**src/shared/gcdc_pkg.sv**
```systemverilog
// Package: register map, field layout, timing and shared types of the gain/chop/detect block
package gcdc_pkg;

    // ----------------------------------------------------------------
    // Register indices (byte address is four times the index)
    // ----------------------------------------------------------------
    localparam logic [5:0] IDX_GAIN = 6'h04; // Channel gain select
    localparam logic [5:0] IDX_RSVD = 6'h05; // Reserved word
    localparam logic [5:0] IDX_CFG = 6'h06; // Chop and detect configuration
    localparam logic [5:0] IDX_TH_HI = 6'h07; // Threshold upper part
    localparam logic [5:0] IDX_TH_LO = 6'h08; // Threshold lower part
    localparam logic [5:0] IDX_IRQ_STAT = 6'h10; // Sticky event status, read only
    localparam logic [5:0] IDX_IRQ_CLR = 6'h11; // Event clear, write only
    localparam logic [5:0] IDX_IRQ_EN = 6'h12; // Event enable
    localparam logic [5:0] IDX_ENG_STAT = 6'h13; // Engine phase and counter state

    // ----------------------------------------------------------------
    // Field positions and widths
    // ----------------------------------------------------------------
    localparam int GAIN_W = 3; // Gain code width, bits 2:0
    localparam int CFG_W = 13; // Stored configuration bits 12:0
    localparam int CFG_DET_EN = 0; // Detect mode enable
    localparam int CFG_LEN_LSB = 1; // Window length code 3:1
    localparam int CFG_NUM_LSB = 4; // Exceedance count code 6:4
    localparam int CFG_ALL = 7; // All-channels select
    localparam int CFG_CHOP = 8; // Chop enable
    localparam int CFG_DLY_LSB = 9; // Chop settle delay code 12:9
    localparam int TH_LO_LSB = 8; // Threshold low byte sits at 15:8
    localparam int IRQ_W = 3; // Number of event bits
    localparam int IRQ_DET = 0; // Detection declared
    localparam int IRQ_WIN = 1; // Measurement window ended
    localparam int IRQ_SETTLE = 2; // Chop settling finished
    localparam int NCH = 3; // Monitored channels
    localparam int SAMPLE_W = 24; // Conversion result width
    localparam int DLY_W = 17; // Settle counter width, up to 65536
    localparam int WIN_W = 12; // Window counter width, up to 3584

    // ----------------------------------------------------------------
    // Reset values
    // ----------------------------------------------------------------
    localparam logic [2:0] GAIN_RST = 3'h0;
    localparam logic [15:0] RSVD_RST = 16'h0000;
    localparam logic [15:0] CFG_RST = 16'h0600;
    localparam logic [15:0] TH_RST = 16'h0000;

    // ----------------------------------------------------------------
    // Types
    // ----------------------------------------------------------------
    typedef enum logic [1:0] {GCDC_IDLE, GCDC_SETTLE, GCDC_MEASURE} gcdc_phase_t;
    typedef logic [NCH-1:0][SAMPLE_W-1:0] gcdc_samples_t;
    typedef struct packed {
        logic valid; // One-cycle conversion strobe
        gcdc_samples_t data; // Signed results, one per channel
    } gcdc_conv_t;
    typedef struct packed {
        logic [7:0] address; // Byte address
        logic read;
        logic write;
        logic [31:0] writedata;
        logic [3:0] byteenable;
    } gcdc_avs_req_t;
    typedef struct packed {
        logic busy;
        logic [DLY_W-1:0] cnt;
        logic done;
    } gcdc_timer_st_t;
    typedef struct packed {
        logic [7:0] cnt;
    } gcdc_cnt_st_t;
    typedef struct packed {
        logic [GAIN_W-1:0] gain_sel;
        logic [15:0] rsvd;
        logic [CFG_W-1:0] cfg;
        logic [15:0] th_hi;
        logic [7:0] th_lo;
        logic [IRQ_W-1:0] irq_stat;
        logic [IRQ_W-1:0] irq_en;
        gcdc_phase_t phase;
        logic [WIN_W-1:0] win_cnt;
        logic det_seen;
        logic waitreq;
        logic [31:0] rdata;
        logic [7:0] gain_factor;
        logic measure;
        logic det_pulse;
        logic irq;
    } gcdc_top_st_t;

    // ----------------------------------------------------------------
    // Shared decoders
    // ----------------------------------------------------------------
    // Power of two from a 3-bit code: 1 .. 128
    function automatic logic [7:0] gcdc_pow2_8(input logic [2:0] code);
        return 8'h01 << code;
    endfunction

    // Settle delay in modulator periods: 2 .. 65536
    function automatic logic [DLY_W-1:0] gcdc_chop_len(input logic [3:0] code);
        return 17'h00002 << code;
    endfunction

    // Window length in conversion periods
    function automatic logic [WIN_W-1:0] gcdc_win_len(input logic [2:0] code);
        logic [WIN_W-1:0] len;
        len = 12'h080;
        unique case (code)
            3'h0: len = 12'h080;
            3'h1: len = 12'h100;
            3'h2: len = 12'h200;
            3'h3: len = 12'h300;
            3'h4: len = 12'h500;
            3'h5: len = 12'h700;
            3'h6: len = 12'hA00;
            3'h7: len = 12'hE00;
        endcase
        return len;
    endfunction

    // Magnitude of a signed sample
    function automatic logic [SAMPLE_W-1:0] gcdc_mag(input logic [SAMPLE_W-1:0] s);
        return s[SAMPLE_W-1] ? (~s + 24'h000001) : s;
    endfunction

    // Byte-lane merge of a 16-bit register
    function automatic logic [15:0] gcdc_merge16(input logic [15:0] old,
                                                 input logic [15:0] wd,
                                                 input logic [1:0] be);
        return {be[1] ? wd[15:8] : old[15:8], be[0] ? wd[7:0] : old[7:0]};
    endfunction

endpackage

```
**src/design/gcdc_settle_timer.sv**
```systemverilog
// Chop settling timer counting modulator clock periods
module gcdc_settle_timer (
    input wire logic core_clk,
    input wire logic reset_n,
    input wire logic start,
    input wire logic mod_tick,
    input wire logic [3:0] dly_code,
    output logic done
);
    import gcdc_pkg::*;

    gcdc_timer_st_t st_q; // Registered state
    gcdc_timer_st_t st_d; // Next state

    // ----------------------------------------------------------------
    // Next state
    // ----------------------------------------------------------------
    always_comb
    begin
        st_d = st_q;
        st_d.done = 1'b0;
        if (start)
        begin
            // Restart from zero
            st_d.busy = 1'b1;
            st_d.cnt = '0;
        end
        else if (st_q.busy && mod_tick)
        begin
            // Last period of the selected delay
            if (st_q.cnt == gcdc_chop_len(dly_code) - 17'h00001)
            begin
                st_d.busy = 1'b0;
                st_d.done = 1'b1;
            end
            else
            begin
                st_d.cnt = st_q.cnt + 17'h00001;
            end
        end
    end

    // ----------------------------------------------------------------
    // State register
    // ----------------------------------------------------------------
    always_ff @(posedge core_clk)
    begin
        if (!reset_n)
            st_q <= '0;
        else
            st_q <= st_d;
    end

    assign done = st_q.done;

endmodule // gcdc_settle_timer

```
**src/design/gcdc_exceed_counter.sv**
```systemverilog
// Saturating per-channel count of threshold exceedances
module gcdc_exceed_counter (
    input wire logic core_clk,
    input wire logic reset_n,
    input wire logic clear,
    input wire logic hit,
    input wire logic [7:0] target,
    output logic reached
);
    import gcdc_pkg::*;

    gcdc_cnt_st_t st_q; // Registered state
    gcdc_cnt_st_t st_d; // Next state

    // ----------------------------------------------------------------
    // Next state
    // ----------------------------------------------------------------
    always_comb
    begin
        st_d = st_q;
        if (clear)
            st_d.cnt = '0; // New window
        else if (hit && st_q.cnt != 8'hFF)
            st_d.cnt = st_q.cnt + 8'h01; // Saturate, never wrap
    end

    // ----------------------------------------------------------------
    // State register
    // ----------------------------------------------------------------
    always_ff @(posedge core_clk)
    begin
        if (!reset_n)
            st_q <= '0;
        else
            st_q <= st_d;
    end

    assign reached = (st_q.cnt >= target);

endmodule // gcdc_exceed_counter

```
**src/design/gcdc_top.sv**
```systemverilog
// Gain, chop and current-detect configuration with detection engine
//
// Notes on behaviour
// - Gain code 2:0 selects 1 to 128
// - Config word resets to 0600h
// - Chop waits 2 to 65536 modulator periods
// - Bit 7 selects any or all channels
// - Exceedances needed: 1 to 128
// - Window length 128 to 3584 conversions
// - Bit 0 enables detect mode
// - Threshold split into upper and lower part
//
// Local design decision: the Avalon-MM interface to the registers.
module gcdc_top (
    input wire logic core_clk,
    input wire logic reset_n,
    input wire gcdc_pkg::gcdc_avs_req_t avs_req,
    output logic [31:0] avs_readdata,
    output logic avs_waitrequest,
    input wire logic mod_tick,
    input wire gcdc_pkg::gcdc_conv_t conv,
    output logic [7:0] ch0_gain_factor,
    output logic measure_active,
    output logic detect_pulse,
    output logic irq
);
    import gcdc_pkg::*;

    // ----------------------------------------------------------------
    // Declarations
    // ----------------------------------------------------------------
    gcdc_top_st_t st_q; // All registered state
    gcdc_top_st_t st_d; // Next state
    logic [31:0] rd_word; // Read mux result
    logic [5:0] idx; // Word index of the access
    logic wr_commit; // Write takes effect this edge
    logic [IRQ_W-1:0] ev; // Events raised this cycle
    logic [IRQ_W-1:0] clr; // Clears written this cycle
    logic timer_start; // Launch chop settling
    logic timer_done; // Settling finished
    logic cnt_clear; // Reset exceedance counters
    logic [NCH-1:0] ch_hit; // Sample above threshold
    logic [NCH-1:0] ch_reached; // Count target met
    logic det_hit; // Detection condition
    logic [SAMPLE_W-1:0] thr; // Full comparison threshold
    logic [WIN_W-1:0] win_len; // Selected window length
    logic [7:0] num_target; // Selected exceedance count

    // ----------------------------------------------------------------
    // Configuration decode
    // ----------------------------------------------------------------
    assign thr = {st_q.th_hi, st_q.th_lo};
    assign win_len = gcdc_win_len(st_q.cfg[CFG_LEN_LSB +: 3]);
    assign num_target = gcdc_pow2_8(st_q.cfg[CFG_NUM_LSB +: 3]);
    assign idx = avs_req.address[7:2];
    assign wr_commit = avs_req.write && !st_q.waitreq;

    // Per-channel magnitude compare and counters
    genvar ch;
    generate
        for (ch = 0; ch < NCH; ch++)
        begin : g_ch
            // Exceedance on a conversion inside the window
            assign ch_hit[ch] = (st_q.phase == GCDC_MEASURE) && conv.valid
                                && (gcdc_mag(conv.data[ch]) > thr);
            gcdc_exceed_counter u_cnt (
                .core_clk(core_clk),
                .reset_n(reset_n),
                .clear(cnt_clear),
                .hit(ch_hit[ch]),
                .target(num_target),
                .reached(ch_reached[ch])
            );
        end
    endgenerate

    // Any or all channels must reach the count
    assign det_hit = st_q.cfg[CFG_ALL] ? (&ch_reached) : (|ch_reached);

    // Chop settling timer
    gcdc_settle_timer u_settle (
        .core_clk(core_clk),
        .reset_n(reset_n),
        .start(timer_start),
        .mod_tick(mod_tick),
        .dly_code(st_q.cfg[CFG_DLY_LSB +: 4]),
        .done(timer_done)
    );

    // ----------------------------------------------------------------
    // Next state
    // ----------------------------------------------------------------
    always_comb
    begin
        st_d = st_q;
        ev = '0;
        clr = '0;
        timer_start = 1'b0;
        cnt_clear = 1'b0;
        st_d.det_pulse = 1'b0;

        // Read mux; unmapped words read zero
        rd_word = 32'h00000000;
        unique case (idx)
            IDX_GAIN: rd_word = {29'h00000000, st_q.gain_sel};
            IDX_RSVD: rd_word = {16'h0000, st_q.rsvd};
            IDX_CFG: rd_word = {19'h00000, st_q.cfg}; // Bits 15:13 read zero
            IDX_TH_HI: rd_word = {16'h0000, st_q.th_hi};
            IDX_TH_LO: rd_word = {16'h0000, st_q.th_lo, 8'h00};
            IDX_IRQ_STAT: rd_word = {29'h00000000, st_q.irq_stat};
            IDX_IRQ_EN: rd_word = {29'h00000000, st_q.irq_en};
            IDX_ENG_STAT: rd_word = {13'h0000, ch_reached, st_q.win_cnt,
                                     2'h0, st_q.phase};
            default: rd_word = 32'h00000000;
        endcase

        // Bus handshake: one wait cycle, then answer
        if ((avs_req.read || avs_req.write) && st_q.waitreq)
        begin
            st_d.waitreq = 1'b0;
            st_d.rdata = rd_word;
        end
        else
        begin
            st_d.waitreq = 1'b1;
        end

        // Register writes at the accepting edge
        if (wr_commit)
        begin
            unique case (idx)
                IDX_GAIN:
                    if (avs_req.byteenable[0])
                        st_d.gain_sel = avs_req.writedata[GAIN_W-1:0];
                IDX_RSVD:
                    st_d.rsvd = gcdc_merge16(st_q.rsvd, avs_req.writedata[15:0],
                                             avs_req.byteenable[1:0]);
                IDX_CFG: // Upper three bits dropped
                    st_d.cfg = CFG_W'(gcdc_merge16({3'h0, st_q.cfg},
                                                   avs_req.writedata[15:0],
                                                   avs_req.byteenable[1:0]));
                IDX_TH_HI:
                    st_d.th_hi = gcdc_merge16(st_q.th_hi, avs_req.writedata[15:0],
                                              avs_req.byteenable[1:0]);
                IDX_TH_LO:
                    if (avs_req.byteenable[1])
                        st_d.th_lo = avs_req.writedata[TH_LO_LSB +: 8];
                IDX_IRQ_CLR:
                    if (avs_req.byteenable[0])
                        clr = avs_req.writedata[IRQ_W-1:0];
                IDX_IRQ_EN:
                    if (avs_req.byteenable[0])
                        st_d.irq_en = avs_req.writedata[IRQ_W-1:0];
                default:
                    ; // Unmapped or read-only: ignored
            endcase
        end

        // Detection engine
        unique case (st_q.phase)
            GCDC_IDLE:
                if (st_q.cfg[CFG_DET_EN])
                begin
                    cnt_clear = 1'b1;
                    st_d.win_cnt = '0;
                    st_d.det_seen = 1'b0;
                    if (st_q.cfg[CFG_CHOP])
                    begin
                        // Settle before the first window
                        timer_start = 1'b1;
                        st_d.phase = GCDC_SETTLE;
                    end
                    else
                    begin
                        st_d.phase = GCDC_MEASURE;
                    end
                end
            GCDC_SETTLE:
                if (timer_done)
                begin
                    // Settling over, measurement begins
                    ev[IRQ_SETTLE] = 1'b1;
                    st_d.phase = GCDC_MEASURE;
                end
            GCDC_MEASURE:
            begin
                // Detection flagged once per window
                if (det_hit && !st_q.det_seen)
                begin
                    st_d.det_seen = 1'b1;
                    st_d.det_pulse = 1'b1;
                    ev[IRQ_DET] = 1'b1;
                end
                if (conv.valid)
                begin
                    if (st_q.win_cnt == win_len - 12'h001)
                    begin
                        // Window complete, start the next one
                        ev[IRQ_WIN] = 1'b1;
                        cnt_clear = 1'b1;
                        st_d.win_cnt = '0;
                        st_d.det_seen = 1'b0;
                        if (st_q.cfg[CFG_CHOP])
                        begin
                            timer_start = 1'b1;
                            st_d.phase = GCDC_SETTLE;
                        end
                    end
                    else
                    begin
                        st_d.win_cnt = st_q.win_cnt + 12'h001;
                    end
                end
            end
            default:
                st_d.phase = GCDC_IDLE;
        endcase

        // Disabling the mode stops the engine at once
        if (!st_q.cfg[CFG_DET_EN])
            st_d.phase = GCDC_IDLE;

        // Sticky events: a set in the clearing cycle wins
        st_d.irq_stat = (st_q.irq_stat & ~clr) | ev;
        st_d.irq = |(st_d.irq_stat & st_d.irq_en);

        // Registered outputs
        st_d.gain_factor = gcdc_pow2_8(st_d.gain_sel);
        st_d.measure = (st_d.phase == GCDC_MEASURE);
    end

    // ----------------------------------------------------------------
    // State register with synchronous reset
    // ----------------------------------------------------------------
    always_ff @(posedge core_clk)
    begin
        if (!reset_n)
        begin
            st_q <= '0;
            st_q.gain_sel <= GAIN_RST;
            st_q.rsvd <= RSVD_RST;
            st_q.cfg <= CFG_RST[CFG_W-1:0];
            st_q.th_hi <= TH_RST;
            st_q.th_lo <= TH_RST[7:0];
            st_q.phase <= GCDC_IDLE;
            st_q.waitreq <= 1'b1;
            st_q.gain_factor <= 8'h01;
        end
        else
        begin
            st_q <= st_d;
        end
    end

    // Outputs straight from flops
    assign avs_readdata = st_q.rdata;
    assign avs_waitrequest = st_q.waitreq;
    assign ch0_gain_factor = st_q.gain_factor;
    assign measure_active = st_q.measure;
    assign detect_pulse = st_q.det_pulse;
    assign irq = st_q.irq;
endmodule // gcdc_top

```
**config.mk**
```make
export PLATFORM = sky130hd
export DESIGN_NAME = gcdc_top
export DESIGN_NICKNAME = d
export VERILOG_FILES = /design/src/shared/gcdc_pkg.sv /design/src/design/gcdc_settle_timer.sv /design/src/design/gcdc_exceed_counter.sv /design/src/design/gcdc_top.sv
export SDC_FILE = /design/constraint.sdc
export NUM_CORES = 1
export LEC_CHECK = 0
export BUFFER_PORTS_ARGS = -buffer_cell sky130_fd_sc_hd__buf_2
export CORE_ASPECT_RATIO = 2
export CORE_MARGIN = 2
export CORE_UTILIZATION = 59
export DETAILED_ROUTE_END_ITERATION = 12
export HOLD_SLACK_MARGIN = 0.08
export PLACE_DENSITY = 0.82
export SYNTH_ARGS = -nofsm -noshare
export SYNTH_HDL_FRONTEND = slang
export SYNTH_SLANG_ARGS = --single-unit
```
**constraint.sdc**
```tcl
create_clock -name core_clk -period 6.8 [get_ports core_clk]
set_clock_uncertainty 0.05 [all_clocks]
set_input_delay 1.36 -clock core_clk [delete_from_list [all_inputs] [get_ports core_clk]]
set_output_delay 1.36 -clock core_clk [all_outputs]
set_load 0.05 [all_outputs]
```
### Word-level counts from Yosys, hierarchy flattened

Memories as Yosys holds them, arrays and structs flattened. A register that Yosys moved wholly into a read port is not among the register bits.
Cells that the tools add are included.

| word-level totals | value |
|---|---|
| flip-flop bits (word level) | 164 |
| bits in read-only memories | 40 |
| input bits | 122 |
| word-level logic and storage cells | 168 |
| memories kept | 1 |

| cells by class | value |
|---|---|
| add/subtract/negate cells | 10 |
| $lt $le $gt $ge | 6 |
| eq/ne operators | 19 |
| shifts and indexed selects | 3 |
| muxes and demuxes | 58 |
| bitwise logic cells | 10 |
| reductions and logical operators | 36 |

Memories:

| memory | words | width | read ports | clocked after Yosys merged registers in | write ports | RTL line | source |
|---|---|---|---|---|---|---|---|
| (no name shown) | 8 | 5 | 1 | 1 | 0 | gcdc_pkg.sv:106 | `unique case (code)` |

Operators with widths:

| cell | count |
|---|---|
| $pmux W19 S8 | 1 |
| $add A24 B1 Y24 const B | 3 |
| $gt A24 B24 Y1 | 3 |
| $mux W24 | 3 |
| $not A24 Y24 | 3 |
| $mux W56 | 1 |
| $mux W8 | 7 |
| $mux W16 | 2 |
| $mux W15 | 2 |
| $mux W3 | 10 |
| $reduce_and A3 Y1 | 9 |
| $pmux W13 S2 | 1 |
| $add A8 B1 Y8 const B | 3 |
| $eq A6 B3 Y1 const B | 4 |
| $eq A6 B5 Y1 const B | 4 |
| $ge A8 B8 Y1 | 3 |
| $ne A8 B8 Y1 const B | 3 |
| $mux W19 | 1 |
| $mux W18 | 1 |
| $add A17 B1 Y17 const B | 1 |
| $eq A17 B17 Y1 | 1 |
| $mux W17 | 1 |
| $shl A2 B4 Y17 const A | 1 |
| $sub A17 B1 Y17 const B | 1 |
| 27 further kinds | 73 |

### Longest topological paths before layout

| depth | value |
|---|---|
| depth after elaboration | 11 |
| mapped depth | 18 |

### By module

Synthesis repeated with hierarchy kept, for this count alone.

| unflattened totals | value |
|---|---|
| cell total of the unflattened synthesis | 1401 |
| area total of the unflattened synthesis | 11752.5 sq um |

By module, submodules not included:

| module | times used | cells an instance | area an instance (sq um) | sequential area each (sq um) |
|---|---|---|---|---|
| gcdc_top | 1 | 978 | 8274.2 | 2262.2 |
| gcdc_exceed_counter | 3 | 74 | 638.1 | 160.2 |
| gcdc_settle_timer | 1 | 201 | 1564.0 | 380.4 |

### Least setup slack after synthesis

No wires, ideal clock.

| timing path | value |
|---|---|
| path kind | input to register |
| start point | in conv[29] (netlist name) |
| end point | reg g_ch[1].u_cnt.st_q[3] (netlist name) |
| data arrival time | 5.123 ns |
| setup slack | 1.557 ns |
| stages | 15 |
| buffers on the path | 1 |
| cell sequence | or4_1 -> or2_1 -> or4_1 -> nand2b_4 -> o31ai_2 -> xnor2_1 -> ha_1 -> nand3_1 -> or3_1 -> or3_4 -> a211oi_4 -> o21ai_2 -> buf_6 -> or3_1 -> a21oi_1 |

| on the way | value |
|---|---|
| cells in the longest elaborated chain, start to end | 6 |

Ends and longest elaborated chain:

| what | RTL line | source |
|---|---|---|
| start, declared | gcdc_top.sv:21 | `input wire gcdc_pkg::gcdc_conv_t conv,` |
| $not A24 Y24 | gcdc_pkg.sv:121 | `return s[SAMPLE_W-1] ? (~s + 24'h000001) : s;` |
| $add A24 B1 Y24 | gcdc_pkg.sv:121 |  |
| $mux W24 * | gcdc_pkg.sv:121 |  |
| $gt A24 B24 Y1 * | gcdc_top.sv:65 | `&& (gcdc_mag(conv.data[ch]) > thr);` |
| $logic_and A1 B1 Y1 * | gcdc_top.sv:65 |  |
| $logic_and A1 B1 Y1 * | gcdc_exceed_counter.sv:23 | `else if (hit && st_q.cnt != 8'hFF)` |
| end signal, assigned | gcdc_exceed_counter.sv:35 | `st_q <= st_d;` |
| end, declared | gcdc_exceed_counter.sv:12 | `gcdc_cnt_st_t st_q;` |

Every way passes the cells marked *; elsewhere a longest branch is shown, timed or not.
A chain may end at the register's enable or synchronous reset.

### Worst setup path after layout

| timing path | value |
|---|---|
| start point | in conv[29] (netlist name) |
| end point | reg g_ch[1].u_cnt.st_q[5] (netlist name) |

Same word-level chain as after synthesis.

==> results.toml <==
[status]
outcome = "finished clean"

[sta]
setup_viol = 0
fin_crit_ps = 5490
hold_slack_ps = 407
finalSetupTns_ps = 0
rsz0062_at_grt = "false"
worst_slew_pin_slew_ps = 1050
min_period_over_period = 0.808
hold_violations = 0
max_freq_mhz = 182
slew_headroom = 0.294
finalMaxSlewViolations = 0

[global_routing]
grt_pass1_vias = 10515
grt_pass1_wl_um = 49800
antenna_found_initial = 3
overflow = 0
grt_max_degree = 85
track_usage = 0.305

[synth]
ys_warn_count = 0
synth_largest_area_cell = "dfxtp_1"
yosysSeqAreaShare = 0.274
avgSynthCellArea_um2 = 8.19
synthArstFlopShare = 0
ys.flop_type = "dfxtp_1"
synth_cells = 1392
ys_top_cells_by_area = "dfxtp_1, ha_1, xnor2_1"
ys_ff_latch = 156
synth_top_area_share = 0.274
synth_edf_count = 0
synth_cell_types = 84
mappedNetlistArea_um2 = 11400

[cts]
cts-resized-gates = 0
clockBufferDepth = 2
clk_latency_ps = 440
clk_pin_slew_ps = 60
cts_hold_buf = 0
numClockSinks = 156
cts_tree = "built"
cts_buffers = 17
h-tree-depth = 4
post_cts_buffers = 0
cts_root_buf = "clkbuf_16"

[min_path]
hold-path-cell-count = 2
hold_path_end = "st_q[112]"
min_from = "st_q[112]"
hold_class = "register to register"

[setup_path]
cp-start-kind = "input pin"
arrival_ps = 5810
rr_worst_depth = 10
crit_fanout = 12
r2r_end = "u_settle.st_q[18]"
r2r_setup_slack_ps = 3140
required_ps = 7120
timing.rr.start = "st_q[100]"
worst_setup_path_end_kind = "register"
crit_type = "input pin to register"

[cells_and_area]
nFillCells = 1661
nets = 1682
synthToLayoutAreaGrowth_pct = 9.57
instances_no_fill = 1727
layout_common_cells = "dfxtp_1, buf_2, nor2_1, nand2_1, ha_1"
final_common_cell = "dfxtp_1"
multiInputGateArea_um2 = 7540
layout-drive-gt1-share = 0.143
register_area_um2 = 3120

[die]
rows = 72
die_w_um = 102
core_um2 = 19200
dieHeight_um = 201
initial_utilization = 0.594
ioPinCount = 166
dieArea_um2 = 20500

[pwr]
p_clk_frac = 0.448
power.switching_mw = 0.578
netSwitchingFraction = 0.263
leakage_nw = 4.81
comb_power_share = 0.135
p_seq_frac = 0.417
ir_worst_vdd_v = 0.000190
cellPowerDensity_nw_per_um2 = 175
p_int_mw = 1.62

[placement]
place.gp.congestion = 0.923
placed_cells = 1694
dp_hpwl_um = 24500
port_buffers = 132

[drt]
drt-total-wl_um = 31200
drc = 0
post_drt_via_cell_ratio = 6.25
dr.first_iter.drc_count = 678
first_pass_iters = 6
ant_nets = 0
wire_per_inst_um = 18.0
vias = 10794

[job]
max_cap_violations = 0
==> stage by stage <==
step,area (um2),worst slack [ps],power (mW),utilization
global route,12500,1060,2.26,0.651
detailed placement,11900,878,1.23,0.619
global placement,11900,944,1.22,0.619
CTS,12500,1330,2.19,0.651
finish,12500,1310,2.19,0.651
floorplan,11400,1560,1.13,-
==> per-layer routing <==
metal  up-vias  part of all wire  GRT usage
met5         -                 0          0
met4         0             0.071      0.220
met3       123             0.046     0.0501
met2       396              0.54      0.562
met1      5106              0.35      0.293
li1       5169                 -          -
==> final cells by class <==
| type | instances | area share |
|---|---|---|
| inverter | 52 | 0.0156 |
| clock buffer | 18 | 0.0351 |
| tap | 259 | 0.0259 |
| clock inverter | 14 | 0.0136 |
| antenna | 1 | 0.000200 |
| sequential | 156 | 0.250 |
| multi-input combinational | 1089 | 0.603 |
| timing repair buffer | 138 | 0.0565 |
==> worst max-delay path by stage <==
stage	start	endpoint	cells past startpoint
after global placement	conv[29]	g_ch[1].u_cnt.st_q[7]	15
after floorplan	conv[29]	g_ch[1].u_cnt.st_q[3]	15
after global routing	conv[29]	g_ch[1].u_cnt.st_q[7]	15
after detailed placement	conv[29]	g_ch[1].u_cnt.st_q[5]	15
after CTS	conv[29]	g_ch[1].u_cnt.st_q[5]	15
final	conv[29]	g_ch[1].u_cnt.st_q[5]	15
==> synthesized netlist by cell type, types with 10 or more instances <==
cell / count
a21o_1: 18
a21oi_1: 91
a22oi_1: 37
and2_1: 10
and3_1: 16
buf_2: 11
buf_4: 42
clkbuf_1: 48
dfxtp_1: 156
ha_1: 106
inv_1: 52
mux2i_1: 51
nand2_1: 109
nand2b_1: 33
nand3_1: 32
nand4_1: 30
nor2_1: 120
nor2b_1: 10
nor3_1: 25
o211ai_1: 12
o21ai_0: 64
o31ai_1: 28
or3_1: 33
or4_1: 23
xnor2_1: 71
==> flip-flops by register name (all words and copies together), names as in the netlist <==
name,cells
ch0_gain_factor,8
win_len,5
g_ch.u_cnt.st_q,24
avs_waitrequest,1
u_settle.done,1
u_settle.st_q,18
irq,1
detect_pulse,1
measure_active,1
avs_readdata,19
st_q,77
==> cell families (layout without fill, tap and decap cells) <==
family / after synthesis / count (layout) / synth area share
buffers and inverters: 159 / 222 / 0.0693
xor gates and xnor gates: 80 / 80 / 0.0614
AOI/OAI and AO/OA: 339 / 339 / 0.199
DFF: 156 / 156 / 0.274
adders and majority gates: 106 / 106 / 0.116
muxes: 58 / 58 / 0.0517
and+or+nand+nor: 493 / 493 / 0.228
other: 1 / 14 / 0.000329
==> critical path: stages <==
cell       delay (ps)
buf_2             120
or4_1             540
or2_1             260
or4_1             500
nand2b_4          200
o31ai_2           240
xnor2_1            90
ha_1              290
nand3_1           130
or3_1             460
a211o_1           330
o2111ai_1         340
o21ai_2           270
or4_1             520
a21oi_1           150
==> power by group through the flow <==
stage | clock network, mW | logic (mW) | registers (mW)
6_report | 0.983 | 0.295 | 0.915
3_3_place_gp | 0 | 0.281 | 0.936
4_1_cts | 0.986 | 0.292 | 0.915
5_1_grt | 1.02 | 0.326 | 0.915
3_5_place_dp | 0 | 0.291 | 0.936
2_1_floorplan | 0 | 0.194 | 0.937
No activity file was read; power rests on OpenSTA's default activity.
